`config.mk`:
```
export PLATFORM = sky130hd
export DESIGN_NAME = mau_core
export DESIGN_NICKNAME = d
export VERILOG_FILES = /design/src/shared/mau_pkg.sv /design/src/verilog/mau_core.sv
export SDC_FILE = /design/constraint.sdc
export NUM_CORES = 1
export LEC_CHECK = 0
export ABC_AREA = 1
export BUFFER_PORTS_ARGS = -buffer_cell sky130_fd_sc_hd__clkbuf_2
export CORE_ASPECT_RATIO = 1.75
export CORE_MARGIN = 5
export CORE_UTILIZATION = 25
export DETAILED_ROUTE_END_ITERATION = 10
export GPL_TIMING_DRIVEN = 0
export HOLD_SLACK_MARGIN = 0.12
export SYNTH_ARGS = -nofsm -noshare
export SYNTH_HDL_FRONTEND = slang
export SYNTH_SLANG_ARGS = --single-unit
export TNS_END_PERCENT = 100
```
`constraint.sdc`:
```
create_clock -name clk -period 8.7 [get_ports clk]
set_clock_uncertainty 0.15 [all_clocks]
set_input_delay 0.87 -clock clk [delete_from_list [all_inputs] [get_ports clk]]
set_output_delay 0.87 -clock clk [all_outputs]
set_load 0.1 [all_outputs]
```
`src/shared/mau_pkg.sv`:
```
// Shared constants and types for the multiply and accumulate unit
package mau_pkg;

  // Register addresses on the special function register bus
  localparam logic [7:0] MAU_STATUS_ADDR = 8'hC0;
  localparam logic [7:0] MAU_CONFIG_ADDR = 8'hC3;
  localparam logic [7:0] MAU_A_LO_ADDR   = 8'hC1;
  localparam logic [7:0] MAU_A_HI_ADDR   = 8'hC2;
  localparam logic [7:0] MAU_B_LO_ADDR   = 8'hC4;
  localparam logic [7:0] MAU_B_HI_ADDR   = 8'hC5;
  localparam logic [7:0] MAU_ACC0_ADDR   = 8'hC6;
  localparam logic [7:0] MAU_ACC1_ADDR   = 8'hC7;
  localparam logic [7:0] MAU_ACC2_ADDR   = 8'hC8;
  localparam logic [7:0] MAU_ACC3_ADDR   = 8'hC9;
  localparam logic [7:0] MAU_OVR_ADDR    = 8'hCA;
  localparam logic [7:0] MAU_RND_LO_ADDR = 8'hCB;
  localparam logic [7:0] MAU_RND_HI_ADDR = 8'hCC;

  // Configuration register fields
  localparam int MAU_CFG_SHIFT_GO  = 5;
  localparam int MAU_CFG_SHIFT_DIR = 4;
  localparam int MAU_CFG_CLEAR     = 3;
  localparam int MAU_CFG_SAT_EN    = 2;
  localparam int MAU_CFG_FRACTION  = 1;
  localparam int MAU_CFG_MULT_ONLY = 0;
  localparam int MAU_CFG_BITS      = 6;
  localparam logic [MAU_CFG_BITS-1:0] MAU_CFG_RESET = 6'h00;

  // Status register fields
  localparam int MAU_STA_HARD_OVF = 3;
  localparam int MAU_STA_ZERO     = 2;
  localparam int MAU_STA_SOFT_OVF = 1;
  localparam int MAU_STA_NEGATIVE = 0;
  localparam int MAU_STA_BITS     = 4;
  localparam logic [MAU_STA_BITS-1:0] MAU_STA_RESET = 4'h4;

  // Datapath widths and rounding constants
  localparam int MAU_ACC_W = 40;
  localparam int MAU_OP_W  = 16;
  localparam logic [15:0] MAU_ROUND_HALF = 16'h8000;
  localparam logic [15:0] MAU_SAT_POS    = 16'h7FFF;
  localparam logic [15:0] MAU_SAT_NEG    = 16'h8000;
  localparam logic [7:0]  MAU_OVR_POS    = 8'h7F;
  localparam logic [7:0]  MAU_OVR_NEG    = 8'h80;

  // One bus cycle from the core
  typedef struct packed {
    logic       wr;
    logic       rd;
    logic [7:0] addr;
    logic [7:0] wdata;
  } mau_sfr_req_t;

endpackage : mau_pkg

```
`src/verilog/mau_core.sv`:
```
// Multiply and accumulate unit with shifter, rounding and status flags
//
// Contract
// - Shift-go bit shifts accumulator next cycle
// - Hardware clears shift-go after the shift
// - Direction bit: zero left, one right
// - Clear bit zeroes accumulator and flags next cycle
// - Hardware clears the clear bit when done
// - Saturate enable clamps rounded output on overflow
// - Saturate enable never touches the accumulator
// - Fraction bit selects integer or fractional operands
// - Operation bit: accumulate or multiply only
// - Config resets zero, top two bits read zero
// - Hard overflow on top byte 7F/80 crossing
// - Hard overflow sticks until software or clear
// - Zero flag follows accumulator after each operation
// - Soft overflow follows overflow into bit 31
// - Negative flag follows accumulator sign
// - Status resets to zero flag only, top reads zero
// - Writing operand B low byte launches an operation
// - Accumulator accessible as five bytes
// - Pipeline: multiply, add and flags, rounding
// - Multiply only overwrites, hard overflow untouched
// - Unbiased rounding of bits 31-16, accumulator kept
// - Right shift copies bit 39 into the top
module mau_core (
  input  wire logic                  clk,         // System clock, 100 MHz
  input  wire logic                  rstn,        // Asynchronous reset, active low
  input  wire logic                  ce,          // Clock enable, freezes all state when low
  input  wire mau_pkg::mau_sfr_req_t sfr_req,     // Register bus request
  output logic [7:0]                 sfr_rdata,   // Read data, valid the cycle after rd
  output logic [15:0]                rounded_out, // Rounding register contents
  output logic [39:0]                acc_out,     // Accumulator contents
  output logic [3:0]                 status_out   // Status flags
);
  import mau_pkg::*;

  logic [MAU_CFG_BITS-1:0] cfg_r;
  logic [MAU_STA_BITS-1:0] sta_r;
  logic [MAU_OP_W-1:0]     a_r;
  logic [MAU_OP_W-1:0]     b_r;
  logic [MAU_ACC_W-1:0]    acc_r;
  logic [MAU_ACC_W-1:0]    acc_nxt;
  logic [MAU_ACC_W-1:0]    prod_r;
  logic [15:0]             rnd_r;
  logic [7:0]              rdata_r;
  logic                    s1_r;
  logic                    s2_r;
  logic                    rnd_go_r;
  logic                    wr_en;
  logic                    launch;
  logic                    shift_now;
  logic                    clear_now;
  logic [31:0]             prod_raw;

  // Overflow into the sign bit: bits 39..31 are not a pure sign extension
  function automatic logic soft_ovf(input logic [MAU_ACC_W-1:0] v);
    soft_ovf = !((&v[39:31]) || !(|v[39:31]));
  endfunction : soft_ovf

  function automatic logic [15:0] round_sat(input logic [MAU_ACC_W-1:0] v,
                                            input logic sat);
    logic       up;
    logic [24:0] sum;
    up  = (v[15:0] > MAU_ROUND_HALF) || ((v[15:0] == MAU_ROUND_HALF) && v[16]);
    sum = {v[39], v[39:16]} + {24'h000000, up};
    if (sat && !((&sum[24:15]) || !(|sum[24:15]))) begin
      round_sat = sum[24] ? MAU_SAT_NEG : MAU_SAT_POS;
    end else begin
      round_sat = sum[15:0];
    end
  endfunction : round_sat

  function automatic logic hit(input mau_sfr_req_t r, input logic [7:0] a);
    hit = r.wr && (r.addr == a);
  endfunction : hit

  assign wr_en     = ce && sfr_req.wr;
  assign launch    = ce && hit(sfr_req, MAU_B_LO_ADDR);
  assign shift_now = ce && cfg_r[MAU_CFG_SHIFT_GO];
  assign clear_now = ce && cfg_r[MAU_CFG_CLEAR];
  assign prod_raw  = 32'($signed(a_r) * $signed(b_r));

  // Operand registers
  always_ff @(posedge clk or negedge rstn) begin
    if (!rstn) begin
      a_r <= 16'h0000;
      b_r <= 16'h0000;
    end else if (wr_en) begin
      if (sfr_req.addr == MAU_A_LO_ADDR) a_r[7:0]  <= sfr_req.wdata;
      if (sfr_req.addr == MAU_A_HI_ADDR) a_r[15:8] <= sfr_req.wdata;
      if (sfr_req.addr == MAU_B_LO_ADDR) b_r[7:0]  <= sfr_req.wdata;
      if (sfr_req.addr == MAU_B_HI_ADDR) b_r[15:8] <= sfr_req.wdata;
    end
  end

  // Configuration; software set of a self-clearing bit wins over hardware clear
  always_ff @(posedge clk or negedge rstn) begin
    if (!rstn) begin
      cfg_r <= MAU_CFG_RESET;
    end else if (ce) begin
      if (cfg_r[MAU_CFG_SHIFT_GO]) cfg_r[MAU_CFG_SHIFT_GO] <= 1'b0;
      if (cfg_r[MAU_CFG_CLEAR])    cfg_r[MAU_CFG_CLEAR]    <= 1'b0;
      if (hit(sfr_req, MAU_CONFIG_ADDR)) begin
        cfg_r <= sfr_req.wdata[MAU_CFG_BITS-1:0];
      end
    end
  end

  // Stage one: multiply, fractional products are aligned to bit 31
  always_ff @(posedge clk or negedge rstn) begin
    if (!rstn) begin
      s1_r   <= 1'b0;
      s2_r   <= 1'b0;
      prod_r <= '0;
    end else if (ce) begin
      s1_r <= launch;
      s2_r <= s1_r;
      if (s1_r) begin
        if (cfg_r[MAU_CFG_FRACTION]) begin
          // Full 32-bit product kept, so minus one squared stays positive
          prod_r <= {{7{prod_raw[31]}}, prod_raw, 1'b0};
        end else begin
          prod_r <= {{8{prod_raw[31]}}, prod_raw};
        end
      end
    end
  end

  // Stage two sum; multiply only adds to zero
  always_comb begin
    if (cfg_r[MAU_CFG_MULT_ONLY]) begin
      acc_nxt = prod_r;
    end else begin
      acc_nxt = acc_r + prod_r;
    end
  end

  // Accumulator; clear has the last word, saturation never enters here
  always_ff @(posedge clk or negedge rstn) begin
    if (!rstn) begin
      acc_r <= '0;
    end else if (ce) begin
      if (sfr_req.wr) begin
        if (sfr_req.addr == MAU_ACC0_ADDR) acc_r[7:0]   <= sfr_req.wdata;
        if (sfr_req.addr == MAU_ACC1_ADDR) acc_r[15:8]  <= sfr_req.wdata;
        if (sfr_req.addr == MAU_ACC2_ADDR) acc_r[23:16] <= sfr_req.wdata;
        if (sfr_req.addr == MAU_ACC3_ADDR) acc_r[31:24] <= sfr_req.wdata;
        if (sfr_req.addr == MAU_OVR_ADDR)  acc_r[39:32] <= sfr_req.wdata;
      end
      if (shift_now) begin
        if (cfg_r[MAU_CFG_SHIFT_DIR]) begin
          acc_r <= {acc_r[39], acc_r[39:1]};
        end else begin
          acc_r <= {acc_r[38:0], 1'b0};
        end
      end
      if (s2_r) acc_r <= acc_nxt;
      if (clear_now) acc_r <= '0;
    end
  end

  // Status flags; shifts leave them alone, hard overflow set wins over clears
  always_ff @(posedge clk or negedge rstn) begin
    if (!rstn) begin
      sta_r <= MAU_STA_RESET;
    end else if (ce) begin
      if (hit(sfr_req, MAU_STATUS_ADDR)) begin
        sta_r <= sfr_req.wdata[MAU_STA_BITS-1:0];
      end
      if (clear_now) sta_r <= '0;
      if (s2_r) begin
        sta_r[MAU_STA_ZERO]     <= (acc_nxt == '0);
        sta_r[MAU_STA_SOFT_OVF] <= soft_ovf(acc_nxt);
        sta_r[MAU_STA_NEGATIVE] <= acc_nxt[39];
        if (!cfg_r[MAU_CFG_MULT_ONLY] &&
            (((acc_r[39:32] == MAU_OVR_POS) && (acc_nxt[39:32] == MAU_OVR_NEG)) ||
             ((acc_r[39:32] == MAU_OVR_NEG) && (acc_nxt[39:32] == MAU_OVR_POS)))) begin
          sta_r[MAU_STA_HARD_OVF] <= 1'b1;
        end
      end
    end
  end

  // Rounding stage; triggered by stage two, a shift or an accumulator byte zero write
  always_ff @(posedge clk or negedge rstn) begin
    if (!rstn) begin
      rnd_go_r <= 1'b0;
      rnd_r    <= 16'h0000;
    end else if (ce) begin
      rnd_go_r <= s2_r || shift_now || hit(sfr_req, MAU_ACC0_ADDR);
      if (rnd_go_r) begin
        rnd_r <= round_sat(acc_r, cfg_r[MAU_CFG_SAT_EN]);
      end
    end
  end

  // Read port; unmapped addresses return zero
  always_ff @(posedge clk or negedge rstn) begin
    if (!rstn) begin
      rdata_r <= 8'h00;
    end else if (ce && sfr_req.rd) begin
      case (sfr_req.addr)
        MAU_STATUS_ADDR: rdata_r <= {4'h0, sta_r};
        MAU_CONFIG_ADDR: rdata_r <= {2'b00, cfg_r};
        MAU_A_LO_ADDR:   rdata_r <= a_r[7:0];
        MAU_A_HI_ADDR:   rdata_r <= a_r[15:8];
        MAU_B_LO_ADDR:   rdata_r <= b_r[7:0];
        MAU_B_HI_ADDR:   rdata_r <= b_r[15:8];
        MAU_ACC0_ADDR:   rdata_r <= acc_r[7:0];
        MAU_ACC1_ADDR:   rdata_r <= acc_r[15:8];
        MAU_ACC2_ADDR:   rdata_r <= acc_r[23:16];
        MAU_ACC3_ADDR:   rdata_r <= acc_r[31:24];
        MAU_OVR_ADDR:    rdata_r <= acc_r[39:32];
        MAU_RND_LO_ADDR: rdata_r <= rnd_r[7:0];
        MAU_RND_HI_ADDR: rdata_r <= rnd_r[15:8];
        default:         rdata_r <= 8'h00;
      endcase
    end
  end

  assign sfr_rdata   = rdata_r;
  assign rounded_out = rnd_r;
  assign acc_out     = acc_r;
  assign status_out  = sta_r;

  a_shift_left: assert property (@(posedge clk) disable iff (!rstn)
    (shift_now && !cfg_r[MAU_CFG_SHIFT_DIR] && !s2_r && !clear_now && !sfr_req.wr)
      |=> acc_r == {$past(acc_r[38:0]), 1'b0})
    else $error("left shift result wrong");

  a_shift_right: assert property (@(posedge clk) disable iff (!rstn)
    (shift_now && cfg_r[MAU_CFG_SHIFT_DIR] && !s2_r && !clear_now && !sfr_req.wr)
      |=> acc_r == {$past(acc_r[39]), $past(acc_r[39:1])})
    else $error("right shift not sign extended");

  a_shift_selfclr: assert property (@(posedge clk) disable iff (!rstn)
    (shift_now && !hit(sfr_req, MAU_CONFIG_ADDR)) |=> !cfg_r[MAU_CFG_SHIFT_GO])
    else $error("shift bit did not clear");

  a_clear_op: assert property (@(posedge clk) disable iff (!rstn)
    (clear_now && !hit(sfr_req, MAU_CONFIG_ADDR))
      |=> (acc_r == '0) && !cfg_r[MAU_CFG_CLEAR] && (sta_r[2:0] == 3'b000))
    else $error("clear operation incomplete");

  a_mult_only: assert property (@(posedge clk) disable iff (!rstn)
    (ce && s2_r && cfg_r[MAU_CFG_MULT_ONLY] && !clear_now && !hit(sfr_req, MAU_STATUS_ADDR))
      |=> (acc_r == $past(prod_r)) && (sta_r[MAU_STA_HARD_OVF] == $past(sta_r[3])))
    else $error("multiply only changed hard overflow or kept sum");

  a_hard_sticky: assert property (@(posedge clk) disable iff (!rstn)
    (sta_r[MAU_STA_HARD_OVF] && !clear_now && !hit(sfr_req, MAU_STATUS_ADDR))
      |=> sta_r[MAU_STA_HARD_OVF])
    else $error("hard overflow dropped by itself");

  a_flags_follow: assert property (@(posedge clk) disable iff (!rstn)
    (ce && s2_r && !clear_now)
      |=> (sta_r[MAU_STA_ZERO] == (acc_r == '0)) && (sta_r[MAU_STA_NEGATIVE] == acc_r[39]))
    else $error("zero or negative flag wrong");

  a_pipe_depth: assert property (@(posedge clk) disable iff (!rstn)
    (launch ##1 ce ##1 ce) |=> (rnd_go_r && !s2_r) || !ce)
    else $error("rounding not in third stage");

  a_round_sat: assert property (@(posedge clk) disable iff (!rstn)
    (ce && rnd_go_r && cfg_r[MAU_CFG_SAT_EN] && !acc_r[39] && soft_ovf(acc_r))
      |=> rnd_r == MAU_SAT_POS)
    else $error("positive saturation missing");

  a_round_neg: assert property (@(posedge clk) disable iff (!rstn)
    (ce && rnd_go_r && cfg_r[MAU_CFG_SAT_EN] && acc_r[39] && soft_ovf(acc_r))
      |=> rnd_r == MAU_SAT_NEG)
    else $error("negative saturation missing");

  a_hard_set: assert property (@(posedge clk) disable iff (!rstn)
    (ce && s2_r && !cfg_r[MAU_CFG_MULT_ONLY] && (acc_r[39:32] == MAU_OVR_POS) &&
     (acc_nxt[39:32] == MAU_OVR_NEG)) |=> sta_r[MAU_STA_HARD_OVF])
    else $error("hard overflow not raised");

  a_ce_freeze: assert property (@(posedge clk) disable iff (!rstn)
    !ce |=> $stable(acc_r) && $stable(sta_r) && $stable(cfg_r) && $stable(rnd_r))
    else $error("state moved while clock enable low");

  a_shift_flags: assert property (@(posedge clk) disable iff (!rstn)
    (shift_now && !s2_r && !clear_now && !hit(sfr_req, MAU_STATUS_ADDR))
      |=> $stable(sta_r) ##0 rnd_go_r)
    else $error("shift disturbed flags or skipped rounding");

endmodule : mau_core

```
=== After elaboration in Yosys (flattened, before gate mapping) ===
Index checks and enable logic that the tools add are counted.
Widths: inputs -> output; s select.

* Multiply operators: 1
* Reductions and logical operators: 51
* Order comparisons: 1
* Equality and inequality tests: 19
* Mux-type cells: 20
* $add $sub $neg: 2

{| class="wikitable"
|+ Operators with widths
! operator !! count
|-
| $mux 40 || 6
|-
| $eq 8x8->1 const B || 15
|-
| $pmux 8 s13 || 1
|-
| $add 40x40->40 || 1
|-
| $logic_not 40->1 || 1
|-
| $mux 8 || 5
|-
| $mul 16x16->32 || 1
|-
| $mux 16 || 2
|-
| $mux 32 || 1
|-
| $add 24x2->25 || 1
|-
| $reduce_bool 4->1 || 6
|-
| $eq 16x16->1 const B || 1
|-
| $eq 8x7->1 const B || 2
|-
| $gt 16x16->1 const B || 1
|-
| $reduce_and 2->1 || 8
|-
| $reduce_and 3->1 || 5
|-
| $logic_and 1x1->1 || 14
|-
| $mux 4 || 3
|-
| $reduce_and 10->1 || 1
|-
| $reduce_or 10->1 || 1
|-
| $reduce_and 9->1 || 1
|-
| $reduce_or 9->1 || 1
|-
| $logic_or 1x1->1 || 6
|-
| $mux 6 || 1
|-
| 5 further kinds || 9
|}

* Flip-flop bits (word level): 142
* Input bits: 21
* Logic and storage cells: 114
* Output and inout port bits: 68

=== Longest topological paths before layout ===
Gate-level depths: netlist (run 1).

* Depth in word-level cells: 10
* Depth in mapped cells: 28
* Depth with buffers taken out: 26

=== Least setup slack after synthesis (run 1) ===
OpenSTA, ideal clock, no wires.

* Path type: flip-flop to flip-flop
* From: reg b_r[3]
* To: reg prod_r[29]
* Library setup time: 125 ps
* Stages on the path, launching flop included: 25
* Data required time: 8,425 ps
* Setup slack: 2,655 ps
* Arrival: 5,770 ps
* Buffers on the path: 2
* Clock period less this slack: 6,045 ps
* Path through: dfrtp_1 > clkbuf_1 > clkbuf_1 > nand2_1 > inv_1 > fa_1 > fa_1 > fa_1 > fa_1 > fa_1 > inv_1 > fa_1 > inv_1 > ha_1 > a21oi_1 > o21ai_0 > a21oi_1 > nand3_1 > nand2_1 > nand2_1 > nand3_1 > nand2_1 > or2_2 > nand3_1 > nand3_1

* Longest elaborated chain between the ends: 2

{| class="wikitable"
|+ Ends and longest elaborated chain
! item !! line !! RTL
|-
| start, declared || mau_core.sv:41 || <nowiki>logic [MAU_OP_W-1:0] b_r;</nowiki>
|-
| start signal, assigned || mau_core.sv:92 || <nowiki>if (sfr_req.addr == MAU_B_LO_ADDR) b_r[7:0] <= sfr_req.wdata;</nowiki>
|-
| $mul 16x16->32 || mau_core.sv:82 || <nowiki>assign prod_raw = 32'($signed(a_r) * $signed(b_r));</nowiki>
|-
| $mux 32 || mau_core.sv:120 || <nowiki>if (cfg_r[MAU_CFG_FRACTION]) begin</nowiki>
|-
| end signal, assigned || mau_core.sv:122 || <nowiki>prod_r <= {{7{prod_raw[31]}}, prod_raw, 1'b0};</nowiki>
|-
| end signal, assigned || mau_core.sv:124 || <nowiki>prod_r <= {{8{prod_raw[31]}}, prod_raw};</nowiki>
|-
| end, declared || mau_core.sv:44 || <nowiki>logic [MAU_ACC_W-1:0] prod_r;</nowiki>
|}

No other way between the ends.
A chain may end at the register's enable or synchronous reset.

=== Worst setup path after layout (run 1) ===
* From: reg a_r[8]
* To: reg prod_r[24]

* Longest elaborated chain between the ends: 2

{| class="wikitable"
|+ Ends and longest elaborated chain
! item !! line !! RTL
|-
| start, declared || mau_core.sv:40 || <nowiki>logic [MAU_OP_W-1:0] a_r;</nowiki>
|-
| start signal, assigned || mau_core.sv:91 || <nowiki>if (sfr_req.addr == MAU_A_HI_ADDR) a_r[15:8] <= sfr_req.wdata;</nowiki>
|-
| $mul 16x16->32 || mau_core.sv:82 ||
|-
| $mux 32 || mau_core.sv:120 ||
|}

No other way between the ends.

==> impl_metrics.yaml, run 1 <==
power_and_ir_drop:
  power-per-cell-area_mw_per_mm2: 140
  peakVddDrop_mv: 0.120
  p_total_mw: 3.46
  p_leak_nw: 13.8
floorplan:
  start_util_pct: 25.2
  chipHeight_um: 404
  io_pins: 89
  die-area_mm2: 0.0950
  row_count: 144
  coreArea_mm2: 0.0881
  die_w_um: 235
layout:
  syn_to_final_growth_pct: 11.6
  multi_input_area_mm2: 0.0155
  final_common_cell: "nand2_1"
  drive_gt1_share_pct: 5.43
  mostFrequentLayoutCells: "nand2_1, inv_1, fa_1"
  nFillCells: 9748
  nets: 3728
  layout.area.seq_mm2: 0.00355
  post-route-util_pct: 28.1
synth:
  yosysSeqAreaShare_pct: 16.0
  syn_inst: 3214
  syn_nets: 3621
  synth_enable_flop_cells: 0
  synth_top_area_share_pct: 23.7
  async_reset_ff_share_pct: 100
  synth_flop_cell: "dfrtp_1"
  ys_top_cells_by_area: "fa_1, dfrtp_1, nand2_1, inv_1, ha_1"
  syn_area_per_cell_um2: 6.90
  synth_top_area_cell: "fa_1"
  synth-seq-cells: 142
  netlist_area_mm2: 0.0222
  synth_cell_type_count: 58
  ys_warn_count: 0
cts:
  cts_root_buf: "clkbuf_16"
  htreeDepth: 4
  clkLatencyLatePin_ns: 0.45
  clk_pin_slew_ns: 0.07
  cts_tree: "done"
  numCtsBuffers: 17
  clk_path_buf_depth: 2
  post_cts_resized: 0
  hold_buffers: 0
  clock_sinks: 142
  cts_setup_buffers: 0
worst_setup_path:
  worstPathRequired_ns: 8.83
  reg2reg_depth: 23
  crit_path_max_fanout: 10
  reg2reg_from: "a_r[8]"
  start_kind: "flop"
  crit_type: "reg2reg"
  ff2ff_setup_slack_ns: 1.27
  critPathCaptureType: "flop"
  crit_path_end: "prod_r[24]"
  crit_arrival_ns: 7.56
  r2r-end: "prod_r[24]"
  crit_start: "a_r[8]"
timing:
  drv_slew: 0
  fin_hold_ws_ns: 0.257
  fin_crit_ns: 7.43
  worst_slack_ns: 1.27
  tightest_slew_ns: 1.09
  max_freq_mhz: 135
  setup_viol_count_final: 0
  min_period_over_period_pct: 85.4
  hold_viol_final: 0
  relSlewSlack_pct: 27.2
  rsz0062_at_grt: "false"
  tns_ns: 0
route:
  vias: 22200
  drtPass1Iterations: 5
  drt_iter0_drc: 1735
  drc: 0
  wire_per_inst_um: 21.5
  routed_via_density: 4.93
  drtAntennaViolNets: 0
  drt_wl_total_um: 97000
placement:
  routabilityCongestion: 1.02
  hpwl_um: 80300
  pre_cts_ws_ns: 1.35
  port_buffers: 87
grt:
  grt_first_pass_wirelength_um: 142000
  grt-ovfl-total: 0
  met2_usage_pct: 36.6
  track_usage_pct: 19.9
  grt_pass1_vias: 22700
  use_met1_pct: 18.4
  grt_antenna_before_repair: 0
  grt-busiest-layer: "met2"
  grt_max_degree: 86
  met3_usage_pct: 2.32
worst_hold_path:
  holdCritPathClass: "in2async"
flow_run:
  drv_cap: 0
run_status:
  status: "finished, final reports clean"
## worst min path at each step
stage                       from            end  cells after the start
global route                rstn  status_out[3]                      1
detailed placement  sfr_rdata[0]   sfr_rdata[0]                      1
CTS                         rstn         a_r[5]                      1
floorplan              prod_r[7]      prod_r[7]                      2
global placement    sfr_rdata[1]   sfr_rdata[1]                      1
finish                      rstn  status_out[0]                      1
## final cells by class
| cell class | instances | area share, % |
|---|---|---|
| multi-input cells | 2238 | 62.4 |
| flip-flops and latches | 142 | 14.4 |
| inverters | 719 | 10.9 |
| well taps | 1168 | 5.90 |
| repair buffers | 88 | 1.90 |
| plain buffers | 115 | 1.88 |
| clock buffers | 19 | 1.79 |
| clock inverters | 13 | 0.823 |
| diodes | 1 | 0.0101 |
## flip-flops by register name (all words and copies together) (netlist names)
name	count
a_r	16
cfg_r	6
rounded_out	16
s1_r	1
s2_r	1
sfr_rdata	8
rnd_go_r	1
status_out	4
prod_r	33
b_r	16
acc_out	40
## layer usage
metal	wire (µm)	part of all wire (%)
met3	4870	5.0
met2	49700	51
met1	29800	31
met4	12600	13
met5	0	0
## kinds of logic after synthesis
kind of cell             Yosys count  synth area share (%)
buffers and inverters            834                  14.3
flip-flops                       142                  16.0
AO/OA/AOI/OAI                    429                  11.4
multiplexers                       1                0.0451
adder cells (fa/ha/maj)          386                  30.7
XOR/XNOR                          50                  2.01
AND/OR/NAND/NOR                 1372                  25.6
## through the flow
step           area [µm²]  instances
2_1_floorplan       22200       3214
6_report            24800       4503
4_1_cts             24800       4502
3_5_place_dp        24100       4470
3_3_place_gp        24100       4469
5_1_grt             24800       4502
## worst max-delay path: stages (launching register included)
cell      delay (ns)
dfrtp_1         0.33
clkbuf_1        0.48
clkbuf_1        0.60
nand2_1         0.17
fa_1            0.57
inv_1           0.06
fa_1            0.48
fa_1            0.66
fa_1            0.46
fa_1            0.50
inv_1           0.05
fa_1            0.53
inv_1           0.06
ha_1            0.36
a21oi_1         0.28
o21ai_0         0.20
o21bai_1        0.19
a21oi_1         0.20
nor2_1          0.09
o21ai_0         0.16
o211ai_1        0.14
or2_2           0.31
nand3_1         0.09
o221ai_1        0.14
## synthesized netlist by cell type, drive strengths merged (3+ instances only)
cell	count
dfrtp	141
a21o	6
a31oi	7
a211oi	3
o21bai	4
nor3	19
nand4	32
o211ai	8
nand2	942
or2	26
nor4	11
nand3	152
o21ai	140
o21a	5
a221o	4
xnor2	15
ha	123
buf	17
inv	712
xor2	35
a221oi	15
o221ai	17
nor2	186
a21oi	156
clkinv	7
o32ai	22
clkbuf	98
o22ai	32
fa	263
## where the power goes
| part | switching (mW) | internal (mW) | total, mW | leakage, nW |
|---|---|---|---|---|
| logic | 1.31 | 0.326 | 1.64 | 11.6 |
| registers | 0.252 | 0.738 | 0.990 | 1.86 |
| clock network | 0.334 | 0.496 | 0.830 | 0.310 |
| total | 1.90 | 1.56 | 3.46 | 13.8 |
Power figures use the tool's default switching activity.
==> inputs of run 2 (changes only) <==
--- a/config.mk
+++ b/config.mk
@@ -5,7 +5,6 @@
 export SDC_FILE = /design/constraint.sdc
 export NUM_CORES = 1
 export LEC_CHECK = 0
-export ABC_AREA = 1
 export BUFFER_PORTS_ARGS = -buffer_cell sky130_fd_sc_hd__clkbuf_2
 export CORE_ASPECT_RATIO = 1.75
 export CORE_MARGIN = 5
==> run 2 against run 1 <==
Effect of this change: die area shrank 4.9%; combinational power decreased by 13%; final cell count decreased by 20%; highest routed layer is now met5; sequential share of layout area is 0.72 points higher; largest power group unchanged.
==> impl_metrics.yaml, run 2 <==
synth:
  syn_nets: 2823
  synth_top_area_share_pct: 25.0
  synth_enable_flop_cells: 0
  synth_cell_type_count: 91
  ys_warn_count: 0
  synth_top_area_cell: "fa_1"
  ys_top_cells_by_area: "fa_1, dfrtp_1, ha_1, inv_1, nand2_1"
  yosys-top-cells-count: "inv_1, nand2_1, fa_1, dfrtp_1, and2_1"
  syn_area_per_cell_um2: 8.71
  yosysSeqAreaShare_pct: 16.9
  synth-seq-cells: 142
  synth.most_common_cell: "inv_1"
  syn_inst: 2416
  netlist_area_mm2: 0.0211
  async_reset_ff_share_pct: 100
  synth_flop_cell: "dfrtp_1"
floorplan:
  die-area_mm2: 0.0904
  start_util_pct: 25.3
  die_w_um: 229
  row_count: 140
  coreArea_mm2: 0.0834
  io_pins: 89
  chipHeight_um: 394
worst_setup_path:
  ff2ff_setup_slack_ns: 0.16
  crit_path_max_fanout: 10
  start_kind: "flop"
  crit_arrival_ns: 8.69
  crit_type: "reg2reg"
  r2r-end: "prod_r[32]"
  crit_start: "b_r[7]"
  worstPathRequired_ns: 8.85
  critPathCaptureType: "flop"
  reg2reg_from: "b_r[7]"
  reg2reg_depth: 25
  crit_path_end: "prod_r[32]"
cts:
  clkLatencyLatePin_ns: 0.50
  numCtsBuffers: 25
  post_cts_resized: 0
  clk_pin_slew_ns: 0.06
  cts_setup_buffers: 0
  clock_sinks: 142
  cts_root_buf: "clkbuf_16"
  hold_buffers: 0
  htreeDepth: 4
  cts_tree: "done"
  clk_path_buf_depth: 3
timing:
  tightest_slew_ns: 1.14
  tns_ns: 0
  min_period_over_period_pct: 98.1
  drv_slew: 0
  relSlewSlack_pct: 23.7
  max_freq_mhz: 117
  hold_viol_final: 0
  worst_slack_ns: 0.164
  fin_crit_ns: 8.54
  rsz0062_at_grt: "false"
  setup_viol_count_final: 0
placement:
  routabilityCongestion: 0.981
  port_buffers: 88
  pre_cts_ws_ns: 0.264
  hpwl_um: 69100
layout:
  nFillCells: 8993
  syn_to_final_growth_pct: 12.0
  post-route-util_pct: 28.3
  nets: 2939
  mostFrequentLayoutCells: "inv_1, nand2_1, fa_1"
  largest_reg_flops: 40
  final_common_cell: "inv_1"
  drive_gt1_share_pct: 8.75
route:
  wire_per_inst_um: 22.7
  drt_wl_total_um: 81800
  drc: 0
  drtAntennaViolNets: 0
  vias: 18800
  drt_iter0_drc: 1398
  drtPass1Iterations: 5
  routed_via_density: 5.22
power_and_ir_drop:
  p_total_mw: 3.23
  p_leak_nw: 10.7
  peakVddDrop_mv: 0.182
  power-per-cell-area_mw_per_mm2: 137
grt:
  grt-ovfl-total: 0
  grt_pass1_vias: 20000
  grt_first_pass_wirelength_um: 122000
  grt_max_degree: 100
  grt_antenna_before_repair: 8
  track_usage_pct: 17.7
worst_hold_path:
  holdCritPathClass: "in2async"
run_status:
  status: "finished, final reports clean"
flow_run:
  drv_cap: 0
-- run 2: cell types whose count changed after synthesis, sizes merged, moves of 34 or more --
cell	previous run	this run
and2	0	131
nand2	942	301
nand3	152	29
xnor2	15	51
inv	712	306
nor3	19	55
mux2	0	42
a211oi	3	54
a21oi	156	122
mux2i	1	66
nor2	186	121
-- run 2: logic make-up (layout without fill, tap and decap cells) --
logic type / count (synthesis) / count (layout) / share of synthesized area [%]
AO/OA/AOI/OAI: 501 / 501 / 15.5
XOR/XNOR: 81 / 81 / 3.41
adder cells (fa/ha/maj): 386 / 386 / 32.3
buffers and inverters: 436 / 558 / 7.89
flip-flops: 142 / 142 / 16.9
multiplexers: 119 / 119 / 6.56
other: 0 / 4 / 0
AND/OR/NAND/NOR: 751 / 751 / 17.5
-- run 2: final cells by class --
| cell class | count | area (µm²) | area share, % |
|---|---|---|---|
| clock buffers | 29 | 661 | 2.80 |
| well taps | 1065 | 1330 | 5.65 |
| flip-flops and latches | 142 | 3550 | 15.1 |
| repair buffers | 89 | 477 | 2.02 |
| plain buffers | 128 | 504 | 2.14 |
| multi-input cells | 1838 | 15800 | 67.2 |
| diodes | 4 | 10.0 | 0.0424 |
| inverters | 308 | 1160 | 4.90 |
| clock inverters | 4 | 45.0 | 0.191 |
-- run 2: per-stage QoR --
stage	std cells	cell area, µm²	hold slack, ns
3_5_place_dp	3570	22900	0.322
6_report	3607	23600	0.147
4_1_cts	3603	23600	0.151
2_1_floorplan	2416	21100	0.318
5_1_grt	3605	23600	0.173
3_3_place_gp	3569	22800	0.316
-- run 2: worst min path at each step --
| stage | start | to | slack, ns | depth (start not counted) |
|---|---|---|---|---|
| floorplan | prod_r[5] | prod_r[5] | 0.32 | 2 |
| global route | rstn | rounded_out[2] | 0.17 | 1 |
| global placement | sfr_rdata[7] | sfr_rdata[7] | 0.32 | 1 |
| finish | rstn | rounded_out[2] | 0.15 | 1 |
| CTS | rstn | rounded_out[2] | 0.15 | 1 |
| detailed placement | sfr_rdata[4] | sfr_rdata[4] | 0.32 | 1 |
-- run 2: per-layer routing --
layer	routed length (µm)	GRT usage, %	vias to the layer above	share of wire, %
met4	8830	15.5	8	11
met3	3940	2.61	375	4.8
met1	25600	16.1	9319	31
li1	-	-	8391	-
met5	55	0	-	0.067
met2	43400	33.5	740	53
-- run 2: power breakdown --
group | switching [mW] | internal, mW
Sequential | 0.191 | 0.732
Combinational | 1.07 | 0.368
Clock | 0.315 | 0.559
Total | 1.57 | 1.66
-- run 2: critical path, cell delays in order, from the launching register on --
cell,delay (ns)
dfrtp_1,0.32
clkbuf_1,0.54
clkbuf_1,0.56
nand2_1,0.17
fa_1,0.56
inv_1,0.05
fa_1,0.50
inv_1,0.06
fa_1,0.52
inv_1,0.05
fa_1,0.46
fa_1,0.50
inv_1,0.05
fa_1,0.48
inv_1,0.05
ha_1,0.26
clkbuf_1,0.18
a21oi_1,0.17
o21ai_1,0.12
a2111oi_1,0.40
o21ai_1,0.37
a311oi_1,0.64
o21ai_1,0.20
a31o_2,0.28
xnor2_1,0.43
o21ai_1,0.26
